===== src/inc/tsc_map.svh =====
// Constants of the two-channel stripe controller
`ifndef TSC_MAP_SVH
`define TSC_MAP_SVH

`define TSC_CMD_IDENT      2'h0
`define TSC_CMD_WRITE      2'h2
`define TSC_CMD_READ       2'h3
`define TSC_SECTOR_BEATS   16
`define TSC_BEAT_CNT_W     5
`define TSC_CNT_MSB        15
`define TSC_SPACE_LSB      5
`define TSC_DATA_LSB       4
`define TSC_SPACE_FULL     11'h7FF
`define TSC_DATA_NONE      12'h000
`define TSC_SECT_W         48
`define TSC_USER_W         256
`define TSC_CH_W           128
`define TSC_ERR_W          32
`define TSC_CAP_RESET      48'h000000000000
`define TSC_ONE_SECT       48'h000000000001

`endif


===== src/inc/tsc_pkg.sv =====
// Types of the two-channel stripe controller
package tsc_pkg;

   typedef enum logic [0:0] {
      TSC_IDLE,
      TSC_RUN
   } tsc_state_t;

   typedef struct packed {
      tsc_state_t         st;
      logic [1:0]         code;
      logic               active;
      logic [47:0]        left;
      logic [1:0]         req;
      logic [1:0][47:0]   addr;
      logic [1:0][47:0]   len;
      logic               busy;
      logic [47:0]        cap;
      logic               err;
      logic [1:0][31:0]   errw;
      logic               p1_v;
      logic               p1_wr;
      logic               p1_ch;
      logic [1:0]         tx_we;
      logic               rx_push;
      logic [255:0]       data;
   } tsc_ctrl_state_t;

   typedef struct packed {
      logic [4:0]         cnt;
      logic               act;
      logic               wr;
      logic               ch;
      logic               tx_pop;
      logic [1:0]         rx_rd;
   } tsc_burst_state_t;

endpackage


===== src/core/tsc_burst.sv =====
// One-sector burst generator driving the FIFO read strobes
`timescale 1ns/1ps
`default_nettype none
`include "tsc_map.svh"

module tsc_burst #(
   parameter int BEATS = `TSC_SECTOR_BEATS
) (
   input  wire logic        ref_clk_i,
   input  wire logic        rst_n_i,
   input  wire logic        start_i,
   input  wire logic        write_i,
   input  wire logic        chan_i,
   output logic             busy_o,
   output logic             chan_o,
   output logic             tx_pop_o,
   output logic [1:0]       rx_rd_o
);

   tsc_pkg::tsc_burst_state_t s_r;
   tsc_pkg::tsc_burst_state_t s_nxt;

   always_comb begin
      s_nxt = s_r;
      if (s_r.act) begin
         if (s_r.cnt == '0) begin
            s_nxt.act = 1'b0;
         end else begin
            s_nxt.cnt = s_r.cnt - 5'h01;
         end
      end else if (start_i) begin
         // Strobe held for a whole sector without gaps
         s_nxt.act = 1'b1;
         s_nxt.cnt = 5'(BEATS - 1);
         s_nxt.wr  = write_i;
         s_nxt.ch  = chan_i;
      end
      s_nxt.tx_pop   = s_nxt.act & s_nxt.wr;
      s_nxt.rx_rd[0] = s_nxt.act & ~s_nxt.wr & ~s_nxt.ch;
      s_nxt.rx_rd[1] = s_nxt.act & ~s_nxt.wr & s_nxt.ch;
   end

   always_ff @(posedge ref_clk_i or negedge rst_n_i) begin
      if (!rst_n_i) begin
         s_r <= '0;
      end else begin
         s_r <= s_nxt;
      end
   end

   assign busy_o   = s_r.act;
   assign chan_o   = s_r.ch;
   assign tx_pop_o = s_r.tx_pop;
   assign rx_rd_o  = s_r.rx_rd;

endmodule
`default_nettype wire


===== src/core/tsc_ctrl.sv =====
// Two-channel sector stripe controller between user FIFOs and two host cores
`timescale 1ns/1ps
`default_nettype none
`include "tsc_map.svh"

// Notes on behaviour
// - Data is striped per 512-byte sector; channel flips after every sector.
// - User path is 256 bits; channel buffers convert to 128 bits.
// - Each request is decoded; identify goes to both channels, read/write is split per channel and issued only to channels with sectors.
// - Channel busy lines are watched until the whole transfer ends.
// - Reset is active low, from the same source as the host cores.
// - Command 00 is identify, 10 is write, 11 is read.
// - No new request is accepted while busy is high.
// - Capacity reads zero after reset, then twice channel 0 capacity.
// - Error flag sets on any non-zero channel error word; only reset clears.
// - One 32-bit error word per channel, copied from each core.
// - Push to user receive FIFO only while level bits 15..5 not all ones.
// - Pop user transmit FIFO only while level bits 15..4 are non-zero.
// - Transmit FIFO empty flag is ignored; only its level is used.
// - Receive FIFO write data is valid in the cycle of its push.
// - One sector moves as sixteen consecutive strobe cycles.
// - Write sector needs one sector in user FIFO, two free in channel.
// - Read sector needs one sector in channel, two free in user FIFO.
module tsc_ctrl (
   input  wire logic                ref_clk_i,
   input  wire logic                rst_n_i,
   input  wire logic [1:0]          cmd_code_i,
   input  wire logic [47:0]         start_sector_i,
   input  wire logic [47:0]         sector_count_i,
   input  wire logic                cmd_request_i,
   output logic                     ctrl_busy_o,
   output logic [47:0]              total_capacity_o,
   output logic                     error_flag_o,
   output logic [1:0][31:0]         channel_error_word_o,
   input  wire logic [15:0]         rx_fifo_level_i,
   output logic                     rx_fifo_push_o,
   output logic [255:0]             rx_fifo_wdata_o,
   input  wire logic [15:0]         tx_fifo_level_i,
   input  wire logic                tx_fifo_empty_i,
   output logic                     tx_fifo_pop_o,
   input  wire logic [255:0]        tx_fifo_rdata_i,
   output logic [1:0]               ch_cmd_request_o,
   output logic [1:0][1:0]          ch_cmd_code_o,
   output logic [1:0][47:0]         ch_start_sector_o,
   output logic [1:0][47:0]         ch_sector_count_o,
   input  wire logic [1:0]          ch_busy_i,
   input  wire logic [47:0]         ch_capacity_i,
   input  wire logic [1:0][31:0]    ch_error_word_i,
   input  wire logic [1:0][15:0]    ch_tx_level_i,
   output logic [1:0]               ch_tx_push_o,
   output logic [255:0]             ch_tx_wdata_o,
   input  wire logic [1:0][15:0]    ch_rx_level_i,
   output logic [1:0]               ch_rx_pop_o,
   input  wire logic [1:0][255:0]   ch_rx_rdata_i
);

   logic                      rst_meta_r;
   logic                      rst_sync_r;
   tsc_pkg::tsc_ctrl_state_t  s_r;
   tsc_pkg::tsc_ctrl_state_t  s_nxt;
   logic                      burst_busy;
   logic                      burst_chan;
   logic                      burst_tx_pop;
   logic [1:0]                burst_rx_rd;
   logic                      burst_start;
   logic                      burst_write;
   logic                      beat;
   logic                      wr_room;
   logic                      rd_room;
   logic                      moved_all;
   logic [48:0]               addr_up;
   logic [48:0]               len_up;
   logic [47:0]               len_big;
   logic [47:0]               len_small;

   // Reset release through two stages; assertion stays asynchronous
   always_ff @(posedge ref_clk_i or negedge rst_n_i) begin
      if (!rst_n_i) begin
         rst_meta_r <= 1'b0;
         rst_sync_r <= 1'b0;
      end else begin
         rst_meta_r <= 1'b1;
         rst_sync_r <= rst_meta_r;
      end
   end

   // Rounded-up half of the start gives channel 0 its address; that of the count goes to the first sector's channel
   assign addr_up   = {1'b0, start_sector_i} + 49'h1;
   assign len_up    = {1'b0, sector_count_i} + 49'h1;
   assign len_big   = len_up[48:1];
   assign len_small = {1'b0, sector_count_i[47:1]};

   // Channel buffer counters follow the user FIFO conventions
   assign wr_room = (tx_fifo_level_i[`TSC_CNT_MSB:`TSC_DATA_LSB] != `TSC_DATA_NONE) &&
                    (ch_tx_level_i[s_r.active][`TSC_CNT_MSB:`TSC_SPACE_LSB]
                     != `TSC_SPACE_FULL);
   assign rd_room = (ch_rx_level_i[s_r.active][`TSC_CNT_MSB:`TSC_DATA_LSB]
                     != `TSC_DATA_NONE) &&
                    (rx_fifo_level_i[`TSC_CNT_MSB:`TSC_SPACE_LSB] != `TSC_SPACE_FULL);

   assign burst_write = (s_r.code == `TSC_CMD_WRITE);
   // Empty flag lags the level and would only add a redundant check
   assign burst_start = (s_r.st == tsc_pkg::TSC_RUN) && (s_r.left != '0) && !burst_busy &&
                        (burst_write ? wr_room : rd_room);
   assign beat        = burst_tx_pop | (|burst_rx_rd);

   // Last data word leaves the output stage before busy drops
   assign moved_all = (s_r.left == '0) && !burst_busy && !beat && !s_r.p1_v &&
                      (s_r.tx_we == 2'h0) && !s_r.rx_push;

   always_comb begin
      s_nxt = s_r;

      unique case (s_r.st)
         tsc_pkg::TSC_IDLE: begin
            if (cmd_request_i && !s_r.busy) begin
               unique case (cmd_code_i)
                  `TSC_CMD_IDENT: begin
                     s_nxt.st   = tsc_pkg::TSC_RUN;
                     s_nxt.busy = 1'b1;
                     s_nxt.code = cmd_code_i;
                     s_nxt.req  = 2'h3;
                     s_nxt.left = '0;
                     s_nxt.addr = '0;
                     s_nxt.len  = '0;
                  end
                  `TSC_CMD_WRITE,
                  `TSC_CMD_READ: begin
                     s_nxt.st      = tsc_pkg::TSC_RUN;
                     s_nxt.busy    = 1'b1;
                     s_nxt.code    = cmd_code_i;
                     s_nxt.left    = sector_count_i;
                     s_nxt.active  = start_sector_i[0];
                     s_nxt.addr[0] = addr_up[48:1];
                     s_nxt.addr[1] = {1'b0, start_sector_i[47:1]};
                     s_nxt.len[0]  = start_sector_i[0] ? len_small : len_big;
                     s_nxt.len[1]  = start_sector_i[0] ? len_big : len_small;
                     // A channel with nothing to do is left alone
                     s_nxt.req[0]  = (s_nxt.len[0] != '0);
                     s_nxt.req[1]  = (s_nxt.len[1] != '0);
                  end
                  default: begin
                     s_nxt.st = tsc_pkg::TSC_IDLE;
                  end
               endcase
            end
         end
         tsc_pkg::TSC_RUN: begin
            // Request held until the channel shows it has taken it
            for (int k = 0; k < 2; k++) begin
               if (s_r.req[k] && ch_busy_i[k]) begin
                  s_nxt.req[k] = 1'b0;
               end
            end
            if (burst_start) begin
               s_nxt.left   = s_r.left - `TSC_ONE_SECT;
               s_nxt.active = ~s_r.active;
            end
            if ((s_r.req == 2'h0) && (ch_busy_i == 2'h0) && moved_all) begin
               s_nxt.st   = tsc_pkg::TSC_IDLE;
               s_nxt.busy = 1'b0;
            end
         end
      endcase

      // Read data of either FIFO is valid one cycle after its strobe
      s_nxt.p1_v    = beat;
      s_nxt.p1_wr   = burst_tx_pop;
      s_nxt.p1_ch   = burst_chan;
      s_nxt.tx_we   = 2'h0;
      s_nxt.rx_push = 1'b0;
      if (s_r.p1_v) begin
         if (s_r.p1_wr) begin
            s_nxt.data           = tx_fifo_rdata_i;
            s_nxt.tx_we[s_r.p1_ch] = 1'b1;
         end else begin
            s_nxt.data    = ch_rx_rdata_i[s_r.p1_ch];
            s_nxt.rx_push = 1'b1;
         end
      end

      s_nxt.cap  = {ch_capacity_i[46:0], 1'b0};
      s_nxt.errw = ch_error_word_i;
      if ((ch_error_word_i[0] != '0) || (ch_error_word_i[1] != '0)) begin
         s_nxt.err = 1'b1;
      end
   end

   always_ff @(posedge ref_clk_i or negedge rst_sync_r) begin
      if (!rst_sync_r) begin
         s_r     <= '0;
         s_r.cap <= `TSC_CAP_RESET;
      end else begin
         s_r <= s_nxt;
      end
   end

   tsc_burst #(
      .BEATS (`TSC_SECTOR_BEATS)
   ) u_burst (
      .ref_clk_i (ref_clk_i),
      .rst_n_i   (rst_sync_r),
      .start_i   (burst_start),
      .write_i   (burst_write),
      .chan_i    (s_r.active),
      .busy_o    (burst_busy),
      .chan_o    (burst_chan),
      .tx_pop_o  (burst_tx_pop),
      .rx_rd_o   (burst_rx_rd)
   );

   assign ctrl_busy_o          = s_r.busy;
   assign total_capacity_o     = s_r.cap;
   assign error_flag_o         = s_r.err;
   assign channel_error_word_o = s_r.errw;
   assign rx_fifo_push_o       = s_r.rx_push;
   assign rx_fifo_wdata_o      = s_r.data;
   assign tx_fifo_pop_o        = burst_tx_pop;
   assign ch_cmd_request_o     = s_r.req;
   assign ch_cmd_code_o        = {s_r.code, s_r.code};
   assign ch_start_sector_o    = s_r.addr;
   assign ch_sector_count_o    = s_r.len;
   assign ch_tx_push_o         = s_r.tx_we;
   assign ch_tx_wdata_o        = s_r.data;
   assign ch_rx_pop_o          = burst_rx_rd;

endmodule
`default_nettype wire


===== config.mk =====
export PLATFORM = sky130hd
export DESIGN_NAME = tsc_ctrl
export DESIGN_NICKNAME = d
export VERILOG_FILES = /design/src/inc/tsc_pkg.sv /design/src/core/tsc_burst.sv /design/src/core/tsc_ctrl.sv
export VERILOG_INCLUDE_DIRS = /design/src /design/src/inc
export SDC_FILE = /design/constraint.sdc
export NUM_CORES = 1
export LEC_CHECK = 0
export BUFFER_PORTS_ARGS = -buffer_cell sky130_fd_sc_hd__buf_2
export CORE_AREA = 2 2 735 737
export CTS_BUF_LIST = sky130_fd_sc_hd__clkbuf_16
export DETAILED_ROUTE_END_ITERATION = 6
export DIE_AREA = 0 0 737 739
export PLACE_DENSITY = 0.3
export SLEW_MARGIN = 20
export SYNTH_ARGS = -nofsm -noshare
export SYNTH_HDL_FRONTEND = slang
export SYNTH_HIERARCHICAL = 1
export SYNTH_SLANG_ARGS = --single-unit

===== constraint.sdc =====
create_clock -name ref_clk_i -period 17.4 [get_ports ref_clk_i]
set_clock_uncertainty 0.05 [all_clocks]
set_input_delay 4.35 -clock ref_clk_i [delete_from_list [all_inputs] [get_ports ref_clk_i]]
set_output_delay 4.35 -clock ref_clk_i [all_outputs]
set_load 0.01 [all_outputs]

# ---- Word level (Yosys, flattened, before mapping)
# Cells that the tools add are included.
dict set report classes {
  bitwise 9
  n_mux 33
  magnitude_cmp 3
  reduce_logical 48
  eq_ne 13
  n_addsub 4
}
# cell n
set ops {}
lappend ops {{two-way mux 256 bit} 3}
lappend ops {{one-hot mux 243 bit (2 select lines)} 1}
lappend ops {{two-way mux 259 bit} 1}
lappend ops {{two-way mux 247 bit} 1}
lappend ops {{nonzero test 48 bit} 3}
lappend ops {{one-hot mux 51 bit (2 select lines)} 1}
lappend ops {{adder 48 x 1 -> 49 bit, second input constant} 2}
lappend ops {{two-way mux 48 bit} 2}
lappend ops {{two-way mux 16 bit} 4}
lappend ops {{nonzero test 32 bit} 2}
lappend ops {{two-way mux 49 bit} 1}
lappend ops {{logical NOT 48 bit} 1}
lappend ops {{subtractor 48 x 1 -> 48 bit, second input constant} 1}
lappend ops {{nonzero test 12 bit} 2}
lappend ops {{inequality test 11 bit, second input constant} 2}
lappend ops {{AND reduction 3 bit} 7}
lappend ops {{logical AND 1 bit} 16}
lappend ops {{two-way mux 1 bit} 10}
lappend ops {{inequality test 2 x 1 -> 1 bit, second input constant} 5}
lappend ops {{logical NOT 2 bit} 4}
lappend ops {{two-way mux 8 bit} 1}
lappend ops {{equality test 2 bit, second input constant} 3}
lappend ops {{two-way mux 2 bit} 3}
lappend ops {{two-way mux 6 bit} 1}
lappend ops {{18 further kinds} 33}
dict set report totals {
  regBits 634
  inputBits 1080
  word_cells 139
  output_inout_bits 830
}

# ---- Depth between registers and ports, before layout
dict set report logic_depth {
  word_depth 11
  mapped_depth 11
  ltp_nobuf 9
}

# ---- Cells and area by module
# The synthesis kept the hierarchy.
# module seq_area_each_um2 area_each_um2 cells_per_inst instances
set modules_own_cells {}
lappend modules_own_cells {tsc_ctrl 15564.9 38548.2 4133 1}
lappend modules_own_cells {tsc_burst 275.3 496.7 46 1}

# ---- Least setup slack after synthesis
# No wires, ideal clock.
dict set report synth_timing {
  path_kind {input port to flip-flop}
  start {in sector_count_i[3]}
  end {reg s_r (netlist bit ch_cmd_request_o[1])}
  setup_ns 0.143
  n_path_buf 2
  setup_slack_ns 10.692
  path_stages 10
  arrival_time_ns 6.515
  required_time_ns 17.207
  path_cell_list {buf_2 -> nand4_1 -> or3_1 -> buf_2 -> nor3_2 -> xnor2_1 -> and4_1 -> nor3_1 -> a2111oi_0 -> a31oi_1}
}
dict set report synth_via {
  elab_chain_len 6
}
# element line
set synth_lines {}
lappend synth_lines {{start: declaration} tsc_ctrl.sv:29} ;# input wire logic [47:0] sector_count_i,
lappend synth_lines {{adder 48 x 1 -> 49 bit} tsc_ctrl.sv:89} ;# assign len_up = {1'b0, sector_count_i} + 49'h1;
lappend synth_lines {{two-way mux 48 bit *} tsc_ctrl.sv:137} ;# s_nxt.len[1] = start_sector_i[0] ? len_big : len_small;
lappend synth_lines {{nonzero test 48 bit *} tsc_ctrl.sv:140} ;# s_nxt.req[1] = (s_nxt.len[1] != '0);
lappend synth_lines {{one-hot mux 243 bit (2 select lines) *} tsc_ctrl.sv:117} ;# unique case (cmd_code_i)
lappend synth_lines {{two-way mux 247 bit *} tsc_ctrl.sv:116} ;# if (cmd_request_i && !s_r.busy) begin
lappend synth_lines {{one-hot mux 51 bit (2 select lines) *} tsc_ctrl.sv:114} ;# unique case (s_r.st)
lappend synth_lines {{end signal: assignment} tsc_ctrl.sv:194} ;# s_r <= s_nxt;
lappend synth_lines {{end: declaration} tsc_ctrl.sv:59} ;# tsc_pkg::tsc_ctrl_state_t s_r;
# Every way passes the cells marked *; elsewhere a longest branch is shown, timed or not. The select of a mux whose other input is x is not followed.
# A chain may end at the register's enable or synchronous reset.

# ---- Worst setup path in the final report
dict set report layout_timing {
  start {in sector_count_i[7]}
  end {reg s_r (netlist bit ch_cmd_request_o[1])}
}
# The elaborated chain is that of the path after synthesis.

==> out/results.txt <==
The logs give 5 for the total iterations of the first detailed-routing run and 9.52 ns for the setup slack of the critical path after layout. Measured along the y axis, the die boundary spans 739 um. Critical path endpoint category: a flop. Yosys mapped a number of flops with a built-in enable equal to 0.

The normalized max-slew margin is 16.7%. The detailed-placement wirelength estimate is 355,000 um, and the slew at the pin closest to its max-slew limit is 1.24 ns. The routed layout has 37,400 vias.

The number of hold buffers added after CTS was 0. The flow ran to the end, and the final reports show no timing, DRC or antenna violations. The logs give 6,244 for the final net count and 0 for the number of hold-slack violations in the final timing report. In this run the worst hold path is classified as flop to async pin. The prevailing post-synth register cell was sky130_fd_sc_hd__dfrtp_1. For this configuration, the core starts out at a cell density of 7.29%.

The portion of the clock cycle consumed by the worst path in the final layout was 45.3%. The final period demand of the worst path is 7.88 ns. In the routed layout, each cell is associated on average with a via count of 2.98. The clock buffer count from CTS is 104, and the proportion of layout cells with a drive suffix above 1 is 45.6%. Entering global routing, the biggest net connects 104 pins. Of all flip-flops after synthesis, the portion carrying an async set or reset was 100%. The total overflow reported by the global router was 0. The number of antenna violations at the first check in global routing was 354; the number of buffers inserted by post-CTS setup repair was 0. The final-layout fill cell count is 62,600, and the latest clock arrival within the worst-skew pair is 0.90 ns. The share of Yosys cell area claimed by the top area cell type is 40.6%. The library cell with the largest summed area after synthesis is sky130_fd_sc_hd__dfrtp_1.

The leakage power figure was 22.7 nW. TritonCTS built the clock tree. The tools report the global-route wire length before repair as 488,000 um. Synthesis inferred 633 register bits. The internal power of the cells totals 4.78 mW. Kind of launch point of the worst setup path: a primary input. Setup violations remaining at the end of the flow were counted as 0. In the layout the commonest cells are 1,878 x sky130_fd_sc_hd__buf_2, 629 x sky130_fd_sc_hd__dfrtp_1, 532 x sky130_fd_sc_hd__nand2_1. For this run, the register share of the synthesized area comes to 40.6%. The peak supply drop was 0.0000901 V; the post-place setup slack was 8.72 ns. The net switching power is 4.87 mW, and the proportion of power drawn by the clock network is 21.6%. Counting distinct cell types in the post-synthesis netlist gives 74.

Total of max-cap violations: 0. Yosys attributes the largest share of cell area to sky130_fd_sc_hd__dfrtp_1 41%, sky130_fd_sc_hd__buf_4 16%, sky130_fd_sc_hd__mux2_2 7.4%, sky130_fd_sc_hd__mux2i_1 6.9%, sky130_fd_sc_hd__o21ai_0 5.6%. The total count of max-transition violations in the final report was 0; the mean instance size in the synthesized netlist was 9.34 um^2. Across every metal layer, demand over resource in global routing totals 14.3%. Setup repair after global routing left no endpoint under its margin. From left edge to right edge, the die measures 737 um.

The global placement routability congestion is 0.928. The root cell of the clock tree is sky130_fd_sc_hd__clkbuf_16. The gate count of the mapped netlist is 4,179, and the number of warnings reported in the yosys synthesis log is 6. The clock input transition at the sequential cells of the worst setup and hold paths was 0.06 ns; the layout overhead on the synthesized area was 39.2%. Summing every instance area after synthesis gives 0.0390 mm^2. The tools report the worst path required time as 18.06 ns.

The final wirelength came out at 406,000 um. The mean routed wirelength per cell is 32.4 um, and the total of cells resized after clock tree synthesis is 0. After the first detailed-routing iteration, the DRC count stood at 2,981. Combinational cells account for 49.4% of the total power.

The number of placement rows was 269; the number of sinks driven by the clock tree was 633. The core area was 0.536 mm^2; the number of global-route vias before repair was 35,600. The H-tree was split into 3 levels.

Net switching is 50.5% of the power. The die covers 0.545 mm^2. In this run the count of I/O pins placed on the die edge is 1,910. The clock tree buffer depth was 4.

The critical path data arrival time was 8.55 ns. Commonest non-fill, non-tap cell in the layout: sky130_fd_sc_hd__buf_2. The sequential share of power came out at 28.9%. In this run the worst path has a maximum fanout of 13. Dividing total power by cell area gives a power density of 178 mW/mm^2. By startpoint and endpoint, the worst setup path is classified as primary input to flop.

The count of nets left with antenna violations once routing finished came out at 0. For this run, design rule violations remaining after detail routing come to 0. The final total negative setup slack is 0 ns, and the maximum clock rate is 127 MHz.

The count of buffers added on input and output ports is 1,878.
## critical path, cell delays in order
cell and delay [ns]:
sky130_fd_sc_hd__buf_2 0.42, sky130_fd_sc_hd__and4_1 0.57, sky130_fd_sc_hd__nand4_1 0.68, sky130_fd_sc_hd__nor3_1 1.08, sky130_fd_sc_hd__nand2_1 0.16, sky130_fd_sc_hd__xor2_1 0.59, sky130_fd_sc_hd__nand4_1 0.16, sky130_fd_sc_hd__a2111oi_0 0.31
sky130_fd_sc_hd__a31oi_1 0.20
## through the flow
| stage | hold slack (ns) | instances | cell area [um^2] | utilization [%] | power (mW) |
|---|---|---|---|---|---|
| 2_1_floorplan | 0.281 | 4180 | 39100 | - | 5.57 |
| 3_3_place_gp | 0.234 | 12200 | 50900 | 9.49 | 7.76 |
| 3_5_place_dp | 0.230 | 12200 | 50900 | 9.49 | 7.77 |
| 4_1_cts | 0.218 | 12400 | 54000 | 10.1 | 9.95 |
| 5_1_grt | 0.241 | 12500 | 54200 | 10.1 | 10.2 |
| 6_report | 0.205 | 12500 | 54400 | 10.1 | 9.65 |
## synth_stat cells, drive strengths merged (13+ instances only)
library cell,n
buf,898
dfrtp,633
nand2,532
o21ai,447
mux2i,268
mux2,257
nand3,191
clkbuf,182
nor2,84
nand4,74
xor2,74
xnor2,70
nor3,69
nor4,62
a21oi,41
or3,32
inv,25
a22oi,23
or4,23
and3,17
and4,17
o31ai,15
a22o,13
and2,13
## worst paths after layout
| kind | startpoint | cells past startpoint | endpoint | slack [ns] |
|---|---|---|---|---|
| max | sector_count_i[7] | 9 | ch_cmd_request_o[1] | 9.52 |
| min | rst_sync_r | 0 | ch_sector_count_o[0] | 0.20 |
| max reg2reg | s_r[260] | 6 | ch_tx_wdata_o[94] | 12.70 |
| min reg2reg | rst_sync_r | 0 | ch_sector_count_o[0] | 0.20 |
| max in group asynchronous | rst_sync_r | 4 | total_capacity_o[15] | 13.53 |
| min in group ref_clk_i | rst_meta_r | 0 | rst_sync_r | 0.21 |
## routing by layer
layer  track usage, %  vias up  share of wire (%)
met4             4.66       94                4.0
met2             23.9     2204                 47
met1             17.2    18600                 40
li1                 -    15800                  -
met5                0        -               0.15
met3             4.52      772                8.8
## state kept, by name, summed over array words and instances, names as in the netlist, 2 cells and up
| register | flops |
|---|---|
| s_r | 53 |
| ch_tx_wdata_o | 256 |
| total_capacity_o | 47 |
| ch_sector_count_o | 96 |
| u_burst/rx_rd_o | 2 |
| ch_tx_push_o | 2 |
| ch_cmd_code_o | 2 |
| ch_start_sector_o | 95 |
| u_burst/s_r | 6 |
| channel_error_word_o | 64 |
| ch_cmd_request_o | 2 |
## cell type report
class                   instances  area, um^2  share of cell area, %
repair buffers               1953        9990                   18.4
multi-input cells            2442       15900                   29.3
well taps                    7181        8980                   16.5
diodes                        133         333                  0.612
clock buffers                 104        2600                   4.79
inverters                      25        93.8                  0.173
flip-flops and latches        633       15900                   29.2
clock inverters                73         559                   1.03
## logic make-up (layout without fill, tap and decap cells)
logic type               Yosys count  count (layout)  synth area share (%)
XOR/XNOR                         144             144                  3.23
multiplexers                     525             525                  14.3
adder cells (fa/ha/maj)            5               5                 0.160
other                              2             136                0.0192
AO/OA/AOI/OAI                    611             611                  8.91
flip-flops                       633             633                  40.6
AND/OR/NAND/NOR                 1154            1154                  14.1
buffers and inverters           1105            2155                  18.7
## power groups by stage
stage | logic (mW) | registers [mW] | clock network, mW
finish | 4.77 | 2.79 | 2.09
floorplan | 3.19 | 2.38 | 0
global route | 5.12 | 2.87 | 2.22
CTS | 4.95 | 2.81 | 2.19
global placement | 4.94 | 2.82 | 0
detailed placement | 4.94 | 2.83 | 0
Power figures use the tool's default switching activity.
